**src/verilog/tsx_map.svh**
```systemverilog
/*
 * tsx_map.svh: opcode patterns, field positions, reset values and phase
 * counts for the test-skip / xor-literal / table-write execute block.
 * assumes it is included by name from design files; the package does not include it.
 */
`ifndef TSX_MAP_SVH
`define TSX_MAP_SVH

`define TSX_OP_TEST_SKIP      7'h33
`define TSX_OP_XOR_LIT        8'h0a
`define TSX_OP_TABLE_WRITE_HI 14'h0003
`define TSX_ACC_BIT           8
`define TSX_IDX_LIMIT         8'h5f
`define TSX_ACCESS_SPLIT      8'h60
`define TSX_W_RESET           8'h00
`define TSX_TP_RESET          22'h000000
`define TSX_Q_PHASES          4
`define TSX_HOLD_RESET        8'hff

`endif

```
**src/verilog/tsx_pkg.sv**
```systemverilog
/*
 * tsx_pkg.sv: types for the execute block.
 * needs nothing from tsx_map.svh; it uses none of its macros.
 */
package tsx_pkg;

   typedef enum logic [1:0] {
      TSX_Q1,
      TSX_Q2,
      TSX_Q3,
      TSX_Q4
   } tsx_phase_type;

   typedef enum logic [2:0] {
      TSX_ST_EXEC,
      TSX_ST_SKIP1,
      TSX_ST_SKIP2,
      TSX_ST_TABLE_WRITE2
   } tsx_mode_type;

   // file-register access request
   typedef struct packed {
      logic       rd;
      logic [3:0] bank;
      logic [7:0] addr;
      logic       indexed;
   } tsx_freq_type;

   // status flags touched by this block
   typedef struct packed {
      logic n;
      logic z;
      logic upd;
   } tsx_flag_type;

   typedef struct packed {
      tsx_phase_type  phase;
      tsx_mode_type   mode;
      logic [15:0]    ir;
      logic [7:0]     w;
      logic [7:0]     alu;
      logic [7:0]     tlat;
      logic [7:0]     hold;
      logic [21:0]    tptr;
      logic [1:0]     tw_mode;
      logic           skip_two;
      logic           hold_we;
      logic           nop;
      logic           cyc_end;
      logic           flush;
      tsx_freq_type   freq;
      tsx_flag_type   flags;
   } tsx_state_type;

endpackage : tsx_pkg
```
**src/verilog/tsx_exec.sv**
```systemverilog
/*
 * tsx_exec.sv: decode and execute for test-file-skip-if-zero,
 * xor-literal-into-working and the second cycle of table_write_op.
 * assumes an instruction word arrives valid at each cycle's q1 with
 * i_instr_next_two_word telling whether the prefetched word is 2-word;
 * file data returns combinationally on i_file_data in q2.
 */
`timescale 1ns/1ps
`include "tsx_map.svh"

module tsx_exec (
   input  wire logic        i_clk_sys,
   input  wire logic        i_reset_n,
   input  wire logic [15:0] i_instr,
   input  wire logic        i_instr_next_two_word,
   input  wire logic        i_ext_set_en,
   input  wire logic [3:0]  i_bank_select_reg,
   input  wire logic [7:0]  i_file_data,
   input  wire logic [7:0]  i_table_latch,
   output logic             o_file_rd,
   output logic [3:0]       o_file_bank,
   output logic [7:0]       o_file_addr,
   output logic             o_file_indexed,
   output logic [7:0]       o_working,
   output logic             o_flag_n,
   output logic             o_flag_z,
   output logic             o_flag_upd,
   output logic             o_flush,
   output logic             o_nop_cycle,
   output logic             o_cycle_end,
   output logic [7:0]       o_hold_data,
   output logic             o_hold_we,
   output logic [21:0]      o_table_pointer,
   output logic [1:0]       o_phase
);

   tsx_pkg::tsx_state_type s_q;
   tsx_pkg::tsx_state_type s_d;

   function automatic logic is_test_skip(input logic [15:0] ir);
      is_test_skip = (ir[15:9] == `TSX_OP_TEST_SKIP);
   endfunction : is_test_skip

   function automatic logic is_xor_lit(input logic [15:0] ir);
      is_xor_lit = (ir[15:8] == `TSX_OP_XOR_LIT);
   endfunction : is_xor_lit

   function automatic logic is_table_write(input logic [15:0] ir);
      is_table_write = (ir[15:2] == `TSX_OP_TABLE_WRITE_HI);
   endfunction : is_table_write

   always_comb begin
      s_d = s_q;
      s_d.flags.upd = 1'b0;
      s_d.hold_we   = 1'b0;
      s_d.freq.rd   = 1'b0;
      s_d.cyc_end   = 1'b0;
      case (s_q.phase)
         tsx_pkg::TSX_Q1: s_d.phase = tsx_pkg::TSX_Q2;
         tsx_pkg::TSX_Q2: s_d.phase = tsx_pkg::TSX_Q3;
         tsx_pkg::TSX_Q3: s_d.phase = tsx_pkg::TSX_Q4;
         default:         s_d.phase = tsx_pkg::TSX_Q1;
      endcase
      case (s_q.mode)
         tsx_pkg::TSX_ST_EXEC: begin
            case (s_q.phase)
               tsx_pkg::TSX_Q1: begin
                  s_d.ir  = i_instr;
                  s_d.nop = 1'b0;
                  if (is_test_skip(i_instr)) begin
                     s_d.freq.rd   = 1'b1;
                     s_d.freq.addr = i_instr[7:0];
                     // bank_select_reg only when a=1
                     s_d.freq.bank = i_instr[`TSX_ACC_BIT] ?
                        i_bank_select_reg :
                        ((i_instr[7:0] < `TSX_ACCESS_SPLIT) ? 4'h0 :
                         4'hf);
                     s_d.freq.indexed = !i_instr[`TSX_ACC_BIT] &&
                        i_ext_set_en &&
                        (i_instr[7:0] <= `TSX_IDX_LIMIT);
                     s_d.skip_two = i_instr_next_two_word;
                  end else if (is_table_write(i_instr)) begin
                     s_d.tw_mode = i_instr[1:0];
                     // pre-increment bumps before addressing
                     if (i_instr[1:0] == 2'b11) begin
                        s_d.tptr = s_q.tptr + 22'h000001;
                     end
                  end
               end
               tsx_pkg::TSX_Q2: begin
                  if (is_xor_lit(s_q.ir)) begin
                     s_d.alu = s_q.ir[7:0];
                  end else if (is_test_skip(s_q.ir)) begin
                     s_d.alu = i_file_data;
                  end
               end
               tsx_pkg::TSX_Q3: begin
                  if (is_xor_lit(s_q.ir)) begin
                     s_d.alu = s_q.w ^ s_q.alu;
                  end
               end
               default: begin
                  s_d.cyc_end = 1'b1;
                  if (is_xor_lit(s_q.ir)) begin
                     s_d.w         = s_q.alu;
                     s_d.flags.n   = s_q.alu[7];
                     s_d.flags.z   = (s_q.alu == 8'h00);
                     s_d.flags.upd = 1'b1;
                  end else if (is_test_skip(s_q.ir) &&
                               s_q.alu == 8'h00) begin
                     // flush, flags untouched
                     s_d.mode = tsx_pkg::TSX_ST_SKIP1;
                  end else if (is_table_write(s_q.ir)) begin
                     s_d.mode = tsx_pkg::TSX_ST_TABLE_WRITE2;
                  end
               end
            endcase
         end
         tsx_pkg::TSX_ST_SKIP1, tsx_pkg::TSX_ST_SKIP2: begin
            s_d.nop = 1'b1;
            if (s_q.phase == tsx_pkg::TSX_Q4) begin
               s_d.cyc_end = 1'b1;
               if (s_q.mode == tsx_pkg::TSX_ST_SKIP1 && s_q.skip_two) begin
                  s_d.mode = tsx_pkg::TSX_ST_SKIP2;
               end else begin
                  s_d.mode = tsx_pkg::TSX_ST_EXEC;
                  s_d.nop  = 1'b0;
               end
            end
         end
         tsx_pkg::TSX_ST_TABLE_WRITE2: begin
            s_d.nop = 1'b0;
            if (s_q.phase == tsx_pkg::TSX_Q2) begin
               s_d.tlat = i_table_latch;
            end else if (s_q.phase == tsx_pkg::TSX_Q4) begin
               s_d.hold    = s_q.tlat;
               s_d.hold_we = 1'b1;
               s_d.cyc_end = 1'b1;
               s_d.mode    = tsx_pkg::TSX_ST_EXEC;
               // post-increment or post-decrement: bump after the pointer was used
               if (s_q.tw_mode == 2'b01) begin
                  s_d.tptr = s_q.tptr + 22'h000001;
               end else if (s_q.tw_mode == 2'b10) begin
                  s_d.tptr = s_q.tptr - 22'h000001;
               end
            end
         end
         default: s_d.mode = tsx_pkg::TSX_ST_EXEC;
      endcase
      // registered so the flush output comes from a flop
      s_d.flush = (s_d.mode == tsx_pkg::TSX_ST_SKIP1) ||
                  (s_d.mode == tsx_pkg::TSX_ST_SKIP2);
   end

   always_ff @(posedge i_clk_sys or negedge i_reset_n) begin
      if (!i_reset_n) begin
         s_q          <= '0;
         s_q.phase    <= tsx_pkg::TSX_Q1;
         s_q.mode     <= tsx_pkg::TSX_ST_EXEC;
         s_q.w        <= `TSX_W_RESET;
         s_q.tptr     <= `TSX_TP_RESET;
         s_q.hold     <= `TSX_HOLD_RESET;
      end else begin
         s_q <= s_d;
      end
   end

   assign o_file_rd       = s_q.freq.rd;
   assign o_file_bank     = s_q.freq.bank;
   assign o_file_addr     = s_q.freq.addr;
   assign o_file_indexed  = s_q.freq.indexed;
   assign o_working       = s_q.w;
   assign o_flag_n        = s_q.flags.n;
   assign o_flag_z        = s_q.flags.z;
   assign o_flag_upd      = s_q.flags.upd;
   assign o_flush         = s_q.flush;
   assign o_nop_cycle     = s_q.nop;
   assign o_cycle_end     = s_q.cyc_end;
   assign o_hold_data     = s_q.hold;
   assign o_hold_we       = s_q.hold_we;
   assign o_table_pointer = s_q.tptr;
   assign o_phase         = s_q.phase;

endmodule : tsx_exec

```
**config.mk**
```make
export PLATFORM = sky130hd
export DESIGN_NAME = tsx_exec
export DESIGN_NICKNAME = d
export VERILOG_FILES = /design/src/verilog/tsx_pkg.sv /design/src/verilog/tsx_exec.sv
export VERILOG_INCLUDE_DIRS = /design/src /design/src/verilog
export SDC_FILE = /design/constraint.sdc
export NUM_CORES = 1
export LEC_CHECK = 0
export BUFFER_PORTS_ARGS = -buffer_cell sky130_fd_sc_hd__buf_2
export CAP_MARGIN = 30
export CELL_PAD_IN_SITES_DETAIL_PLACEMENT = 0
export CELL_PAD_IN_SITES_GLOBAL_PLACEMENT = 2
export CORE_ASPECT_RATIO = 0.6
export CORE_MARGIN = 2
export CORE_UTILIZATION = 38
export CTS_CLUSTER_DIAMETER = 200
export DETAILED_ROUTE_END_ITERATION = 10
export GPL_TIMING_DRIVEN = 0
export PLACE_DENSITY = 0.83
export SKIP_LAST_GASP = 1
export SYNTH_ARGS = -nofsm -noshare
export SYNTH_HDL_FRONTEND = slang
export SYNTH_SLANG_ARGS = --single-unit
```
**constraint.sdc**
```tcl
create_clock -name i_clk_sys -period 3.44 [get_ports i_clk_sys]
set_input_delay 0.688 -clock i_clk_sys [delete_from_list [all_inputs] [get_ports i_clk_sys]]
set_output_delay 0.688 -clock i_clk_sys [all_outputs]
set_load 0.05 [all_outputs]
```
==> flow_summary.json <==
{
  "busiest_layer": "met1",
  "cts_sinks": 98,
  "fin_util_pct": 47.0,
  "nets": 666,
  "path_delay_family": "simple AND/OR/NAND/NOR gates",
  "die_w_um": 157,
  "synth-seq-cells": 98,
  "grt_max_degree": 54,
  "reg2reg_depth": 7,
  "antenna_found_initial": 0,
  "avgSynthCellArea_um2": 10.5,
  "antennaDiodeCount": 0,
  "cp_slowest_cell": "nor4bb_1",
  "ant_nets": 0,
  "crit_arrival_ns": 2.97,
  "path_max_fanout": 10,
  "holdCritPathClass": "input port to async pin",
  "critical_path_class": "flop to flop",
  "drt_iter0_drc": 260,
  "endpoint_kind": "flop",
  "die_y_um": 95.8,
  "required_ns": 3.66,
  "use_met3_pct": 3.51,
  "r2r-end": "o_table_pointer[12]",
  "use_met2_pct": 24.2,
  "fp.dieArea_mm2": 0.0150,
  "fmax_ghz": 0.364,
  "finalNonFillerCells": 815,
  "dr.pass1.iters": 8,
  "grt_pass1_wl_um": 20600,
  "cellPowerDensity_mw_per_mm2": 478,
  "path_buf_inv": 1,
  "crit_path_cell_trace": "ha_1 -> nor4bb_1 -> clkbuf_1 -> nor3_1 -> a41oi_1 -> nor2_1 -> xor2_1",
  "pwr-share-clk_pct": 35.6,
  "cap_violations": 0,
  "switching_share_pct": 31.1,
  "rows": 33,
  "comb_power_share_pct": 20.3,
  "clock_path_buffers": 2,
  "clk_pin_slew_ns": 0.07,
  "ctsHoldBuffers": 0,
  "rrSetupSlack_ns": 0.69,
  "gp_congestion": 0.836,
  "setup_tns_ns": 0,
  "power_leakage_nw": 2.96,
  "hold_viol_final": 0,
  "place_ws_ns": 0.475,
  "cts-resized-gates": 0,
  "port_buffers": 100,
  "cts-root-buf": "clkbuf_16",
  "ios": 101,
  "rsz0062_at_grt": "false",
  "ys_async_sr_fraction_pct": 100,
  "grt_pass1_vias": 3860,
  "peakVddDrop_mv": 0.388,
  "gr-usage-met1_pct": 28.4,
  "insertion_delay_ns": 0.34,
  "final_layout_size_suffix_gt1_share_pct": 41.6,
  "wl_um": 13000,
  "switching_power_mw": 0.956,
  "critPathMaxStageDelay_ns": 0.75,
  "startpoint": "s_q[22]",
  "finalCritPeriodShare_pct": 79.9,
  "cts_tree": "yes",
  "drv_slew": 0,
  "outcome": "finished, final reports clean",
  "initial_utilization_pct": 39.1,
  "cts_buffers": 9,
  "wl_per_cell_um": 16.0,
  "max-slew-margin-rel_pct": 44.4,
  "vias": 4120,
  "finalCriticalPeriod_ns": 2.75,
  "skew_ns": 0.0105,
  "synthCells": 506,
  "overflow": 0,
  "synthFlopType": "dfrtp_1",
  "worst_slew_pin_slew_ns": 0.822,
  "place_inst": 799,
  "area_growth_pct": 20.4,
  "syn_area_mm2": 0.00534,
  "sequentialPowerShare_pct": 44.1,
  "dpl-instance-area_mm2": 0.00611,
  "synth.distinct_cells": 62,
  "r2r-start": "s_q[22]",
  "yosysWarnings": 0,
  "vias_per_cell": 5.06,
  "setup_slack_ns": 0.691,
  "final_area_mm2": 0.00643,
  "cts-htree-levels": 3,
  "setup_violations": 0,
  "route.detailed.drc": 0,
  "synth_edf_count": 0,
  "post_cts_buffers": 0,
  "hpwl_um": 9740,
  "core-area_mm2": 0.0137,
  "p_int_mw": 2.12,
  "start_kind": "flop",
  "seq_area_frac_synth_pct": 46.1,
  "synthesis.nets": 554,
  "grt_use_total_pct": 17.7
}
[power by group through the flow]
stage               logic [mW]  clock network (mW)  registers, mW
floorplan                0.476                   0           1.34
global placement         0.614                   0           1.37
global route             0.668                1.17           1.37
detailed placement       0.627                   0           1.37
CTS                      0.629                1.13           1.35
finish                   0.624                1.09           1.35
[layer usage]
metal,share of wire (%),vias to the layer above
li1,-,1990
met1,54,2007
met2,41,112
met3,4.8,11
met4,0.75,0
met5,0,-
[registers in the layout, summed over array words and instances, names as in the netlist]
signal / flops
s_q: 38
o_cycle_end: 1
o_file_indexed: 1
o_file_rd: 1
o_nop_cycle: 1
o_hold_data: 8
o_hold_we: 1
o_flag_z: 1
o_file_addr: 8
o_flush: 1
o_working: 8
o_table_pointer: 22
o_flag_upd: 1
o_phase: 2
o_file_bank: 4
[layout by cell type (no fill, tap or decap), drive strengths merged, types with 16 or more instances in the layout]
master / n
mux2: 62
nand2: 35
a21oi: 33
nand3: 21
o21ai: 21
nor2: 17
inv: 16
dfrtp: 90
clkbuf: 21
buf: 163
[worst max path at each step]
stage,to,slack (ns),cells after the start
after detailed placement,o_table_pointer[8],0.48,7
after global routing,o_table_pointer[12],0.57,7
after CTS,o_table_pointer[12],0.69,7
final,o_table_pointer[12],0.69,7
after global placement,o_table_pointer[13],0.45,7
after floorplan,o_table_pointer[18],1.04,6
[final cells by class]
| cell class | instances | area, um^2 |
|---|---|---|
| multi-input combinational | 321 | 2340 |
| timing repair buffer | 101 | 531 |
| tap | 192 | 240 |
| clock inverter | 5 | 87.6 |
| inverter | 15 | 56.3 |
| fill | 1294 | 7240 |
| sequential | 98 | 2460 |
| buffer | 72 | 482 |
| clock buffer | 11 | 233 |
[per-stage QoR]
step	power, mW	hold slack (ns)
6_report	3.07	0.353
5_1_grt	3.21	0.395
4_1_cts	3.11	0.381
3_5_place_dp	2.00	0.492
3_3_place_gp	1.99	0.480
2_1_floorplan	1.82	0.392
[Yosys cell counts, types with 9 or more instances]
| library cell | instances | share of area, % |
|---|---|---|
| nand3_1 | 21 | 2.0 |
| xor2_1 | 9 | 1.5 |
| mux2_2 | 62 | 13 |
| nand2_1 | 34 | 2.4 |
| buf_4 | 54 | 7.6 |
| o21ai_0 | 21 | 2.0 |
| nand4_1 | 9 | 1.1 |
| a21oi_1 | 32 | 3.0 |
| clkbuf_1 | 10 | 0.70 |
| dfrtp_1 | 90 | 42 |
| xnor2_1 | 9 | 1.5 |
| nor2_1 | 16 | 1.1 |
| nand2b_1 | 10 | 1.2 |
| inv_1 | 15 | 1.1 |
| nor3_1 | 12 | 1.1 |
[kinds of logic after synthesis]
group / Yosys count / synth area share [%]
AO/OA/AOI/OAI: 83 / 9.56
other: 1 / 0.0703
AND/OR/NAND/NOR: 148 / 16.1
multiplexers: 63 / 13.3
adder cells (fa/ha/maj): 8 / 1.88
XOR/XNOR: 18 / 2.95
flip-flops: 98 / 46.1
buffers and inverters: 87 / 10.1
Note: power is estimated with default switching activity, not from simulation.
